--- config.mk ---
export PLATFORM = sky130hd
export DESIGN_NAME = ser_status
export DESIGN_NICKNAME = d
export VERILOG_FILES = /design/src/inc/ser_pkg.sv /design/src/rtl/ser_group.sv /design/src/rtl/ser_status.sv
export SDC_FILE = /design/constraint.sdc
export NUM_CORES = 1
export LEC_CHECK = 0
export BUFFER_PORTS_ARGS = -buffer_cell sky130_fd_sc_hd__buf_2
export CAP_MARGIN = 40
export CORE_MARGIN = 2
export CORE_UTILIZATION = 55
export CTS_CLUSTER_DIAMETER = 50
export CTS_CLUSTER_SIZE = 14
export DETAILED_ROUTE_END_ITERATION = 7
export PLACE_DENSITY = 0.74
export SETUP_SLACK_MARGIN = 0.15
export SYNTH_ARGS = -nofsm -noshare
export SYNTH_HDL_FRONTEND = slang
export SYNTH_SLANG_ARGS = --single-unit
--- constraint.sdc ---
create_clock -name clk -period 3.6 [get_ports clk]
set_clock_uncertainty 0.05 [all_clocks]
set_input_delay 1.08 -clock clk [delete_from_list [all_inputs] [get_ports clk]]
set_output_delay 1.08 -clock clk [all_outputs]
set_load 0.005 [all_outputs]
--- src/inc/ser_pkg.sv ---
package ser_pkg;
    localparam int SER_W = 15;
    localparam int SER_ERR_W = 16;
    localparam int SER_QDEPTH = 8;
    // register selectors on the command port
    localparam logic [3:0] SER_SEL_ACT_LIVE = 4'h0;
    localparam logic [3:0] SER_SEL_ACT_MASK = 4'h1;
    localparam logic [3:0] SER_SEL_ACT_EVT = 4'h2;
    localparam logic [3:0] SER_SEL_ACT_FALL = 4'h3;
    localparam logic [3:0] SER_SEL_ACT_RISE = 4'h4;
    localparam logic [3:0] SER_SEL_QUA_LIVE = 4'h5;
    localparam logic [3:0] SER_SEL_QUA_MASK = 4'h6;
    localparam logic [3:0] SER_SEL_QUA_EVT = 4'h7;
    localparam logic [3:0] SER_SEL_QUA_FALL = 4'h8;
    localparam logic [3:0] SER_SEL_QUA_RISE = 4'h9;
    localparam logic [3:0] SER_SEL_QUEUE = 4'ha;
    // values after reset and preset, and the empty queue code
    localparam logic [14:0] SER_RISE_PRESET = 15'h7fff;
    localparam logic [14:0] SER_FALL_PRESET = 15'h0000;
    localparam logic [14:0] SER_MASK_PRESET = 15'h0000;
    localparam logic [15:0] SER_NO_ERROR = 16'h0000;
endpackage

--- src/rtl/ser_group.sv ---
`timescale 1ns/100ps
`default_nettype none
// one status group: live edge filters, sticky events, forward mask
module ser_group
    import ser_pkg::*;
#(
    parameter int W = SER_W
) (
    // clock and reset
    input wire logic clk,
    input wire logic reset,
    // live state
    input wire logic [W-1:0] live,
    // control
    input wire logic preset,
    input wire logic evt_clear,
    input wire logic wr_mask,
    input wire logic wr_fall,
    input wire logic wr_rise,
    input wire logic [W-1:0] wdata,
    // state out
    output logic [W-1:0] live_q,
    output logic [W-1:0] evt_q,
    output logic [W-1:0] mask_q,
    output logic [W-1:0] fall_q,
    output logic [W-1:0] rise_q,
    output logic summary
);
    typedef struct packed {
        logic [W-1:0] live;
        logic [W-1:0] evt;
        logic [W-1:0] mask;
        logic [W-1:0] fall;
        logic [W-1:0] rise;
    } ser_grp_s;

    ser_grp_s s_q, s_d;
    logic [W-1:0] hit;

    always_comb begin
        s_d = s_q;
        s_d.live = live; // [RQ3]
        for (int i = 0; i < W; i++) begin
            hit[i] = (rise_q[i] & ~s_q.live[i] & live[i]) // [RQ5]
                | (fall_q[i] & s_q.live[i] & ~live[i]); // [RQ6]
        end
        // new edge wins over the read clear so no event is lost
        s_d.evt = (evt_clear ? '0 : s_q.evt) | hit; // [RQ4] [RQ17]
        if (wr_mask) begin
            s_d.mask = wdata; // [RQ2]
        end
        if (wr_fall) begin
            s_d.fall = wdata;
        end
        if (wr_rise) begin
            s_d.rise = wdata;
        end
        if (preset) begin
            s_d.rise = SER_RISE_PRESET[W-1:0]; // [RQ9]
            s_d.fall = SER_FALL_PRESET[W-1:0]; // [RQ10]
            s_d.mask = SER_MASK_PRESET[W-1:0]; // [RQ11]
        end
    end

    always_ff @(posedge clk) begin
        if (reset) begin
            s_q.live <= '0;
            s_q.evt <= '0;
            s_q.mask <= SER_MASK_PRESET[W-1:0];
            s_q.fall <= SER_FALL_PRESET[W-1:0];
            s_q.rise <= SER_RISE_PRESET[W-1:0];
        end else begin
            s_q <= s_d;
        end
    end

    assign live_q = s_q.live;
    assign evt_q = s_q.evt;
    assign mask_q = s_q.mask;
    assign fall_q = s_q.fall;
    assign rise_q = s_q.rise;
    assign summary = |(s_q.evt & s_q.mask); // [RQ16]
endmodule
`default_nettype wire

--- src/rtl/ser_status.sv ---
// Overview of operation
// RQ1: every status part is 15 bits, reads give 0 to 32767.
// RQ2: configurable parts accept writes of 0 to 32767.
// RQ3: live state read returns hardware state and leaves it unchanged.
// RQ4: latched events read returns events since last read, then clears.
// RQ5: enabled rising filter bit latches event on 0-to-1 live change.
// RQ6: enabled falling filter bit latches event on 1-to-0; disabled records nothing.
// RQ7: forward mask selects latched events for the group summary bit.
// RQ8: enabled set event raises summary, a rising edge to next level.
// RQ9: preset loads every rising filter with all ones.
// RQ10: preset clears every falling filter to zero.
// RQ11: preset clears both forward masks to zero.
// RQ12: instrument reset command leaves all status parts unchanged.
// RQ13: queue read returns oldest entry and removes it, fifo order.
// RQ14: empty queue read returns code zero, no error.
// RQ15: positive codes are device errors, negative are language errors.
// RQ16: summary is OR of latched events ANDed with mask.
// RQ17: latched event stays set until read or cleared.
`timescale 1ns/100ps
`default_nettype none
module ser_status
    import ser_pkg::*;
#(
    parameter int W = SER_W,
    parameter int DEPTH = SER_QDEPTH
) (
    // clock and reset
    input wire logic clk,
    input wire logic reset,
    // hardware live states
    input wire logic [W-1:0] act_live,
    input wire logic [W-1:0] qua_live,
    // command port
    input wire logic cmd_rd,
    input wire logic cmd_wr,
    input wire logic [3:0] cmd_sel,
    input wire logic [W-1:0] cmd_wdata,
    input wire logic cmd_preset,
    input wire logic cmd_inst_reset,
    // error push side, signed codes
    input wire logic err_push,
    input wire logic [SER_ERR_W-1:0] err_code,
    // answers
    output logic rd_valid,
    output logic [SER_ERR_W-1:0] rd_data,
    output logic act_summary,
    output logic qua_summary,
    output logic err_full,
    output logic err_empty
);
    localparam int AW = $clog2(DEPTH);

    typedef struct packed {
        logic rd_valid;
        logic [SER_ERR_W-1:0] rd_data;
        logic act_sum;
        logic qua_sum;
        logic [AW-1:0] head;
        logic [AW-1:0] tail;
        logic [AW:0] count;
        logic full;
        logic empty;
        logic [DEPTH-1:0][SER_ERR_W-1:0] mem;
    } ser_top_s;

    // queue starts empty, everything else cleared
    localparam ser_top_s TOP_RESET = '{empty: 1'b1, default: '0};

    ser_top_s s_q, s_d;
    logic [W-1:0] a_live, a_evt, a_mask, a_fall, a_rise;
    logic [W-1:0] q_live, q_evt, q_mask, q_fall, q_rise;
    logic a_sum, q_sum;
    logic wr_ok, pop, push;

    // instrument reset command has no port into the groups at all [RQ12]
    assign wr_ok = cmd_wr & ~cmd_preset;
    assign pop = cmd_rd & (cmd_sel == SER_SEL_QUEUE) & (s_q.count != '0); // [RQ13]
    // a full queue drops the newest code, keeping the oldest ones intact
    assign push = err_push & ((s_q.count != (AW+1)'(DEPTH)) | pop);

    ser_group #(.W(W)) u_act (
        .clk(clk),
        .reset(reset),
        .live(act_live),
        .preset(cmd_preset),
        .evt_clear(cmd_rd & (cmd_sel == SER_SEL_ACT_EVT)),
        .wr_mask(wr_ok & (cmd_sel == SER_SEL_ACT_MASK)),
        .wr_fall(wr_ok & (cmd_sel == SER_SEL_ACT_FALL)),
        .wr_rise(wr_ok & (cmd_sel == SER_SEL_ACT_RISE)),
        .wdata(cmd_wdata),
        .live_q(a_live),
        .evt_q(a_evt),
        .mask_q(a_mask),
        .fall_q(a_fall),
        .rise_q(a_rise),
        .summary(a_sum)
    );

    ser_group #(.W(W)) u_qua (
        .clk(clk),
        .reset(reset),
        .live(qua_live),
        .preset(cmd_preset),
        .evt_clear(cmd_rd & (cmd_sel == SER_SEL_QUA_EVT)),
        .wr_mask(wr_ok & (cmd_sel == SER_SEL_QUA_MASK)),
        .wr_fall(wr_ok & (cmd_sel == SER_SEL_QUA_FALL)),
        .wr_rise(wr_ok & (cmd_sel == SER_SEL_QUA_RISE)),
        .wdata(cmd_wdata),
        .live_q(q_live),
        .evt_q(q_evt),
        .mask_q(q_mask),
        .fall_q(q_fall),
        .rise_q(q_rise),
        .summary(q_sum)
    );

    always_comb begin
        s_d = s_q;
        s_d.rd_valid = cmd_rd;
        s_d.act_sum = a_sum; // [RQ7] [RQ8]
        s_d.qua_sum = q_sum; // [RQ7] [RQ8]
        s_d.rd_data = '0;
        if (cmd_rd) begin
            case (cmd_sel)
                // parts are zero-extended, so reads never pass 32767 [RQ1]
                SER_SEL_ACT_LIVE: s_d.rd_data = {1'b0, a_live};
                SER_SEL_ACT_MASK: s_d.rd_data = {1'b0, a_mask};
                SER_SEL_ACT_EVT: s_d.rd_data = {1'b0, a_evt}; // [RQ4]
                SER_SEL_ACT_FALL: s_d.rd_data = {1'b0, a_fall};
                SER_SEL_ACT_RISE: s_d.rd_data = {1'b0, a_rise};
                SER_SEL_QUA_LIVE: s_d.rd_data = {1'b0, q_live};
                SER_SEL_QUA_MASK: s_d.rd_data = {1'b0, q_mask};
                SER_SEL_QUA_EVT: s_d.rd_data = {1'b0, q_evt}; // [RQ4]
                SER_SEL_QUA_FALL: s_d.rd_data = {1'b0, q_fall};
                SER_SEL_QUA_RISE: s_d.rd_data = {1'b0, q_rise};
                SER_SEL_QUEUE: begin
                    // codes pass through signed unchanged [RQ15]
                    s_d.rd_data = pop ? s_q.mem[s_q.head] : SER_NO_ERROR; // [RQ13] [RQ14]
                end
                default: s_d.rd_data = '0;
            endcase
        end
        if (pop) begin
            s_d.head = s_q.head + 1'b1;
        end
        if (push) begin
            s_d.tail = s_q.tail + 1'b1;
            s_d.mem[s_q.tail] = err_code;
        end
        s_d.count = s_q.count + (AW+1)'(push) - (AW+1)'(pop);
        // flags follow the new count so they agree with it in every cycle
        s_d.full = (s_d.count == (AW+1)'(DEPTH));
        s_d.empty = (s_d.count == '0);
    end

    always_ff @(posedge clk) begin
        if (reset) begin
            s_q <= TOP_RESET;
        end else begin
            s_q <= s_d;
        end
    end

    assign rd_valid = s_q.rd_valid;
    assign rd_data = s_q.rd_data;
    assign act_summary = s_q.act_sum;
    assign qua_summary = s_q.qua_sum;
    assign err_full = s_q.full;
    assign err_empty = s_q.empty;
endmodule
`default_nettype wire

After elaboration in Yosys (flattened, before gate mapping)
Cells that the tools add are included.

word-level totals
  flip-flop bits (word level) = 309
  output and inout port bits = 21
  logic and storage cells = 292

operators by class
  add/subtract/negate cells = 4
  magnitude comparators = 3
  equal/unequal tests = 12
  mux-type cells = 9
  bitwise operators = 229
  reduce and logical (&&, ||, !) cells = 8

operator list
  cell                                                                   number
  16-bit case mux with 11 select lines                                   1
  1-bit AND                                                              132
  128-bit bitwise mux                                                    1
  1-bit NOT                                                              62
  16-bit binary-select mux with 3-bit select                             1
  16-bit demux with 3-bit select                                         1
  16-bit two-way mux                                                     3
  1-bit OR                                                               31
  15-bit AND                                                             2
  15-bit two-way mux                                                     2
  15-bit OR                                                              2
  15-bit OR reduction                                                    2
  4-bit by 3-bit == test with 1-bit output (second input constant)       4
  4-bit == test (second input constant)                                  4
  4-bit by 2-bit == test with 1-bit output (second input constant)       2
  4-bit logical NOT                                                      2
  3-bit by 4-bit < comparator with 1-bit output (second input constant)  2
  3-bit by 1-bit adder with 3-bit output (second input constant)         2
  4-bit by 1-bit adder with 4-bit output                                 1
  4-bit by 1-bit == test with 1-bit output (second input constant)       1
  4-bit inequality test (second input constant)                          1
  4-bit nonzero test                                                     1
  2-bit OR reduction                                                     2
  4-bit by 1-bit subtractor with 4-bit output                            1
  2 further kinds                                                        2

Longest topological paths before layout
Gate-level depths: netlist (run 1).

  word-level depth = 8
  mapped depth = 12
  depth with buffers taken out = 12

By module
Synthesis (run 1) repeated with hierarchy kept, for this count alone.

unflattened totals
  cells, all modules = 1,448
  area, all modules = 14,721.6 µm²

modules (own cells, without submodules)
  module      instances  cells an instance  area an instance (µm²)
  ser_status  1          918                9,071.2
  ser_group   2          265                2,825.2

Worst setup path before layout (run 1)
No wires, ideal clock.

  path kind = input to register
  start point = input cmd_sel[3]
  end point = register s_q (netlist bit err_empty)
  data arrival time = 3.271 ns
  slack = 0.165 ns
  cell stages on the path = 10
  buffers on the path = 2
  path through = buf_2 -> or3b_2 -> nor3_2 -> buf_4 -> o21ai_0 -> ha_1 -> inv_1 -> fa_1 -> and3b_1 -> a21o_1

between the ends
  cells in the longest elaborated chain, start to end = 8

RTL lines
  element                                        line               source
  start: declaration                             ser_status.sv:36   input wire logic [3:0] cmd_sel,
  4-bit == test *                                ser_status.sv:77   assign pop = cmd_rd & (cmd_sel == SER_SEL_QUEUE) & (s_q.count != '0);
  1-bit AND * (2 in a row)                       ser_status.sv:77
  1-bit OR                                       ser_status.sv:79   assign push = err_push & ((s_q.count != (AW+1)'(DEPTH)) | pop);
  1-bit AND                                      ser_status.sv:79
  4-bit by 1-bit adder with 4-bit output         ser_status.sv:150  s_d.count = s_q.count + (AW+1)'(push) - (AW+1)'(pop);
  4-bit by 1-bit subtractor with 4-bit output *  ser_status.sv:150
  4-bit logical NOT *                            ser_status.sv:153  s_d.empty = (s_d.count == '0);
  end signal: assignment                         ser_status.sv:158  s_q <= TOP_RESET;
  end signal: assignment                         ser_status.sv:160  s_q <= s_d;
  end: declaration                               ser_status.sv:69   ser_top_s s_q, s_d;

Mark *: on every way between the ends. The rest lies on a longest branch, timed or not.
A chain may end at the register's enable or synchronous reset.

Final worst setup path (run 1)
  start point = input cmd_sel[2]
  end point = register s_q[18] (netlist bit)

between the ends
  cells in the longest elaborated chain, start to end = 5

RTL lines
  element                 line
  4-bit == test           ser_status.sv:77
  1-bit AND (2 in a row)  ser_status.sv:77
  1-bit OR                ser_status.sv:79
  1-bit AND               ser_status.sv:79

Every way passes these cells.

==> reports/qor.csv, run 1 <==
stage,metric,value,unit
synthesis,syn nets,1730,
worst_setup_path,Worst R2R Path Depth,11,
sta,hold slack,0.402,ns
finish,"most common cell after layout, fill and taps aside",nand2_1,
worst_setup_path,max incr delay on CP,0.73,ns
pwr,power share of the combinational group,11.4,%
route,DR vias/cell,6.09,
floorplanning,die area,0.0262,sq mm
clocking,"CTS clk-pin slew, worst paths",0.06,ns
worst_setup_path,Startpoint Class,input pin,
sta,relative slew slack,43.1,%
pwr,Power Dens Cells,534,mW/mm^2
run,Max-Cap Viols,0,
sta,"Min Clock Period, post-route",2.97,ns
outcome,outcome,"finished, final reports clean",
finish,design area,0.0156,sq mm
route,DR iter-0 viols,1604,
place,placer congestion estimate,1.01,
pwr,Clock power frac,44.7,%
worst_setup_path,Worst Setup End Kind,flop,
worst_setup_path,crit path DAT,3.36,ns
floorplanning,Initial Utilization,56.2,%
place,Port Buffers,91,
worst_setup_path,Crit Path Max Fanout,40,
worst_setup_path,Worst Setup Path Type,input pin to flop,
floorplanning,die height,162,microns
synthesis,Seq cells post-synth,309,
sta,Final setup viols,0,
clocking,root buf cell,clkbuf_16,
sta,Final Hold Fails,0,
clocking,CTS sink cnt,309,
place,hpwl dp,28900,microns
synthesis,main flop type after synthesis,dfxtp_1,
global_routing,gr usage total,33.2,%
finish,"commonest non-fill, non-tap cells in the layout","499 x nand2_1, 308 x dfxtp_1, 240 x a21oi_1",
pwr,VDD IR max,0.000438,V
route,drt total wl,43900,microns
route,via count,12500,
pwr,Seq pwr share,44.0,%
synthesis,Netlist cell types,64,
clocking,TritonCTS Buffers,36,
synthesis,post-synthesis sequential area ratio,45.1,%
pwr,switch share,27.0,%
global_routing,grt ovf,0,
global_routing,pin count of the biggest net entering global routing,155,
route,antenna-violating nets left,0,
sta,Final TNS setup,0,ns
finish,Final nets,1785,
floorplanning,Top Ports,93,
worst_setup_path,R2R setup slack,0.92,ns
finish,layout cells sized above 1,17.1,%
min_path,Hold Crit Depth,2,
synthesis,Post-Synthesis Cells,1650,
synthesis,"EDFF count, synth",0,
global_routing,initial antenna violation count,0,
clocking,worst skew pair latency,0.53,ns
pwr,Int Power,6.10,mW
route,Avg WL per Cell,21.4,microns
global_routing,vias in the first global route,11900,
worst_setup_path,crit path cell chain,buf_2 > buf_4 > nor2_1 > a41oi_4 > or3_1 > nand2_1 > a21oi_1,
pwr,Psw,2.26,mW
synthesis,synthesized area per cell,8.31,sq um
min_path,Hold WC Path Type,flop to flop,
finish,synth-to-layout area growth,14.1,%
floorplanning,num rows,57,
sta,Worst Max-Slew Pin Slew,0.853,ns
clocking,post-cts gate resize count,0,
worst_setup_path,slowest CP cell,or3_1,
floorplanning,core box area,0.0244,sq mm
synthesis,Ys Warns,0,
finish,n_diodes,0,
sta,RSZ-0062 raised after global routing,no,
pwr,Static Leak,5.71,nW
place,placed cell area,0.0144,sq mm
global_routing,first-pass GRT wire length,67300,microns
clocking,Post-CTS Hold Buffers,0,
sta,max-slew violation count,0,
clocking,postcts setup bufs,0,
sta,f_max,0.336,GHz
synthesis,share of synthesized registers carrying an async set or reset,0,%
route,DRC viols,0,
synthesis,synthesized area,0.0137,sq mm
sta,fin crit share,82.6,%
worst_setup_path,required time of the critical path,3.99,ns
floorplanning,Die X,162,microns
route,Pre-antenna DRT Iters,6,
clocking,TritonCTS clock tree,yes,
clocking,H-Tree Depth,2,
clocking,Clock Tree Buf Depth,3,
## sequential cells by signal (all words and copies together) (netlist names)
name	flops
s_q	138
rd_data	16
u_act.evt_q	15
u_act.fall_q	15
u_act.live_q	15
u_act.mask_q	15
u_act.rise_q	15
u_qua.evt_q	15
u_qua.fall_q	15
u_qua.live_q	15
u_qua.mask_q	15
u_qua.rise_q	15
act_summary	1
err_empty	1
err_full	1
qua_summary	1
rd_valid	1
## metrics by stage
stage	util, %	instances	total power [mW]	setup slack [ns]
6_report	64.1	2054	8.36	0.628
3_5_place_dp	59.2	1991	4.67	0.170
4_1_cts	64.1	2054	8.35	0.696
3_3_place_gp	59.2	1991	4.64	0.206
2_1_floorplan	-	1650	4.35	0.165
5_1_grt	64.1	2054	8.61	0.562
## final timing paths
path | from | end
max | cmd_sel[2] | s_q[18]
min reg2reg | s_q[39] | s_q[39]
min | s_q[39] | s_q[39]
max reg2reg | s_q[132] | err_empty
## cell usage after synthesis (4+ instances only)
cell type,n,area [sq um]
a22oi_1,26,195
nor2b_1,46,288
nand2b_1,4,25.0
ha_1,7,87.6
buf_2,25,125
a32oi_1,4,35.0
nor2_1,54,203
mux2_2,19,214
nand3b_1,31,233
o21ai_0,41,205
nand2_1,499,1870
buf_6,4,45.0
and3_1,11,68.8
buf_1,21,78.8
a221oi_1,8,70.1
nor3_1,6,30.0
mux4_2,36,811
buf_4,29,218
inv_1,7,26.3
xor2_1,4,35.0
nand3_1,43,215
clkbuf_1,65,244
o22ai_1,7,43.8
dfxtp_1,309,6190
a31oi_1,9,56.3
mux2i_1,22,220
a22o_1,12,105
a21oi_1,240,1200
and2_1,6,37.5
## critical path, delay by kind of cell
family,cells,cell delay [ns]
simple gates,3,1.08
compound gates,2,0.60
buf+inv,2,0.57
## layer usage
metal  up-vias  part of all wire, %  global-route usage (%)
met5         -                    0                       0
met4         0                  3.2                    11.3
met3       102                   12                    9.68
met2       709                   43                    49.2
met1      5953                   41                    46.6
li1       5739                    -                       -
## cell families after synthesis
kind of cell	Yosys count	synth area share, %
XOR/XNOR	6	0.383
AO/OA/AOI/OAI	373	15.7
buffers and inverters	151	5.38
flip-flops	309	45.1
AND/OR/NAND/NOR	726	23.6
multiplexers	77	9.08
adder cells (fa/ha/maj)	8	0.785
## area by class of cell
| class | count | area [sq um] |
|---|---|---|
| Clock buffer | 42 | 965 |
| Timing Repair Buffer | 161 | 1020 |
| Tap cell | 324 | 405 |
| Clock inverter | 21 | 248 |
| Fill cell | 2154 | 8740 |
| Inverter | 7 | 26.3 |
| Sequential cell | 309 | 6190 |
| Multi-Input combinational cell | 1190 | 6790 |
## power groups by stage
| stage | registers [mW] | logic (mW) | clock network, mW |
|---|---|---|---|
| floorplan | 3.69 | 0.652 | 0 |
| global placement | 3.74 | 0.905 | 0 |
| detailed placement | 3.75 | 0.921 | 0 |
| CTS | 3.67 | 0.929 | 3.76 |
| global route | 3.69 | 1.03 | 3.90 |
| finish | 3.68 | 0.949 | 3.74 |
Note: power is estimated with default switching activity, not from simulation.
==> run 2, diff against run 1 <==
- PLACE_DENSITY: 0.74 -> 0.76
- clock period: 3.6 -> 2.5 ns (I/O delays scaled with it)
==> reports/qor.csv, run 2 (same netlist as run 1, synthesis figures left out) <==
stage,metric,value,unit
pwr,Static Leak,5.96,nW
global_routing,grt ovf,0,
finish,fillers,2005,
finish,synth-to-layout area growth,17.5,%
clocking,worst skew pair latency,0.56,ns
finish,"Most flops, register",s_q,
floorplanning,Initial Utilization,56.2,%
global_routing,initial antenna violation count,1,
global_routing,gr usage total,32.2,%
floorplanning,Die X,162,microns
finish,max reg flops,138,
place,hpwl dp,29300,microns
min_path,Hold WC Path Type,input pin to flop,
finish,"commonest non-fill, non-tap cells in the layout","499 x nand2_1, 306 x dfxtp_1, 239 x a21oi_1",
floorplanning,die height,162,microns
finish,design area,0.0161,sq mm
worst_setup_path,Worst Setup Path Type,flop to flop,
global_routing,vias in the first global route,11800,
sta,Final Hold Fails,0,
pwr,VDD IR max,0.000550,V
clocking,"CTS clk-pin slew, worst paths",0.06,ns
pwr,Power Dens Cells,717,mW/mm^2
route,antenna-violating nets left,0,
worst_setup_path,Startpoint Class,flop,
route,via count,12800,
floorplanning,core box area,0.0244,sq mm
sta,f_max,0.417,GHz
route,DRC viols,0,
finish,area of the multi-input gates,0.00686,sq mm
finish,layout cells sized above 1,19.8,%
place,placed cell area,0.0150,sq mm
outcome,outcome,"finished, final reports clean",
place,Port Buffers,91,
clocking,Post-CTS Hold Buffers,0,
sta,RSZ-0062 raised after global routing,yes,
place,number of instances in the placed design,2040,
finish,fin cells,2094,
finish,register area,0.00619,sq mm
clocking,Clock Tree Buf Depth,3,
worst_setup_path,Crit Path Max Fanout,2,
finish,"most common cell after layout, fill and taps aside",nand2_1,
sta,max-slew violation count,0,
route,DR vias/cell,6.10,
worst_setup_path,R2R setup slack,0.1,ns
clocking,TritonCTS clock tree,yes,
route,drt total wl,43400,microns
route,DR iter-0 viols,1718,
sta,fin crit share,96.0,%
worst_setup_path,Worst Setup End Kind,flop,
floorplanning,die area,0.0262,sq mm
place,placer congestion estimate,0.981,
clocking,root buf cell,clkbuf_16,
sta,relative slew slack,34.5,%
worst_setup_path,required time of the critical path,2.90,ns
route,Pre-antenna DRT Iters,8,
global_routing,pin count of the biggest net entering global routing,185,
global_routing,first-pass GRT wire length,65800,microns
clocking,H-Tree Depth,1,
sta,"Min Clock Period, post-route",2.40,ns
sta,Worst Max-Slew Pin Slew,0.982,ns
floorplanning,Top Ports,93,
finish,Final nets,1834,
worst_setup_path,crit path DAT,2.80,ns
route,Avg WL per Cell,20.7,microns
sta,Final setup viols,0,
clocking,TritonCTS Buffers,30,
run,Max-Cap Viols,0,
floorplanning,num rows,57,
clocking,CTS sink cnt,309,
run 2: cell count changes in the layout (fill, tap and decap cells not counted), moves of 3 or more:
cell        change
buf_12         +16
ha_1            -3
clkinvlp_4      -4
inv_1           -3
inv_6           -6
buf_4          +37
clkbuf_16       -6
run 2: area by class of cell:
cell class | instances | share of cell area, %
antenna | 1 | 0.0155
clock buffer | 36 | 5.06
clock inverter | 11 | 0.979
inverter | 7 | 0.179
multi-input combinational | 1190 | 42.6
sequential | 309 | 38.4
tap | 324 | 2.52
timing repair buffer | 216 | 10.2
run 2: final timing paths:
check	cells after the start	to	startpoint
min reg2reg	2	s_q[69]	s_q[69]
max	13	err_empty	s_q[133]
min	2	rd_valid	reset
max reg2reg	13	err_empty	s_q[133]
run 2: where the power goes:
| group | leakage, nW | switching (mW) | internal, mW |
|---|---|---|---|
| registers | 2.51 | 0.172 | 5.13 |
| logic | 2.98 | 0.931 | 0.751 |
| clock network | 0.473 | 1.94 | 2.62 |
run 2: worst max-delay path, stage by stage, from the launching register on:
cell and delay (ns):
dfxtp_2 0.34, inv_2 0.05, ha_4 0.15, nor3b_2 0.14, buf_4 0.14, nor3_4 0.17
nand2b_1 0.10, o21ai_2 0.07, ha_2 0.20, inv_2 0.04, fa_2 0.35, xor2_2 0.16
and3b_1 0.18, a21o_1 0.16
run 2: metal layers:
layer | GRT usage, % | vias to the layer above | wire length, microns
li1 | - | 5831 | -
met1 | 46.5 | 6014 | 17900
met2 | 47.5 | 802 | 18500
met3 | 6.54 | 133 | 5090
met4 | 13.0 | 0 | 1890
met5 | 0 | - | 0
run 2: through the flow:
step | TNS, ns | worst slack, ns | total power, mW | util (%) | hold slack (ns)
after floorplan | -1.12 | -0.389 | 6.28 | - | 0.383
after global placement | -17.31 | -0.375 | 6.85 | 61.6 | 0.389
after detailed placement | -22.84 | -0.385 | 6.90 | 61.6 | 0.397
after CTS | 0 | 0.110 | 11.5 | 65.8 | 0.351
after global routing | -0.0579 | -0.0345 | 11.9 | 66.0 | 0.369
final | 0 | 0.0993 | 11.5 | 66.0 | 0.369
run 2: repair_timing:
item                       in CTS  in global routing
setup buffers                   2                  4
pin swaps                       8                  1
gates resized for setup         9                  5
setup endpoints to repair       3                  6
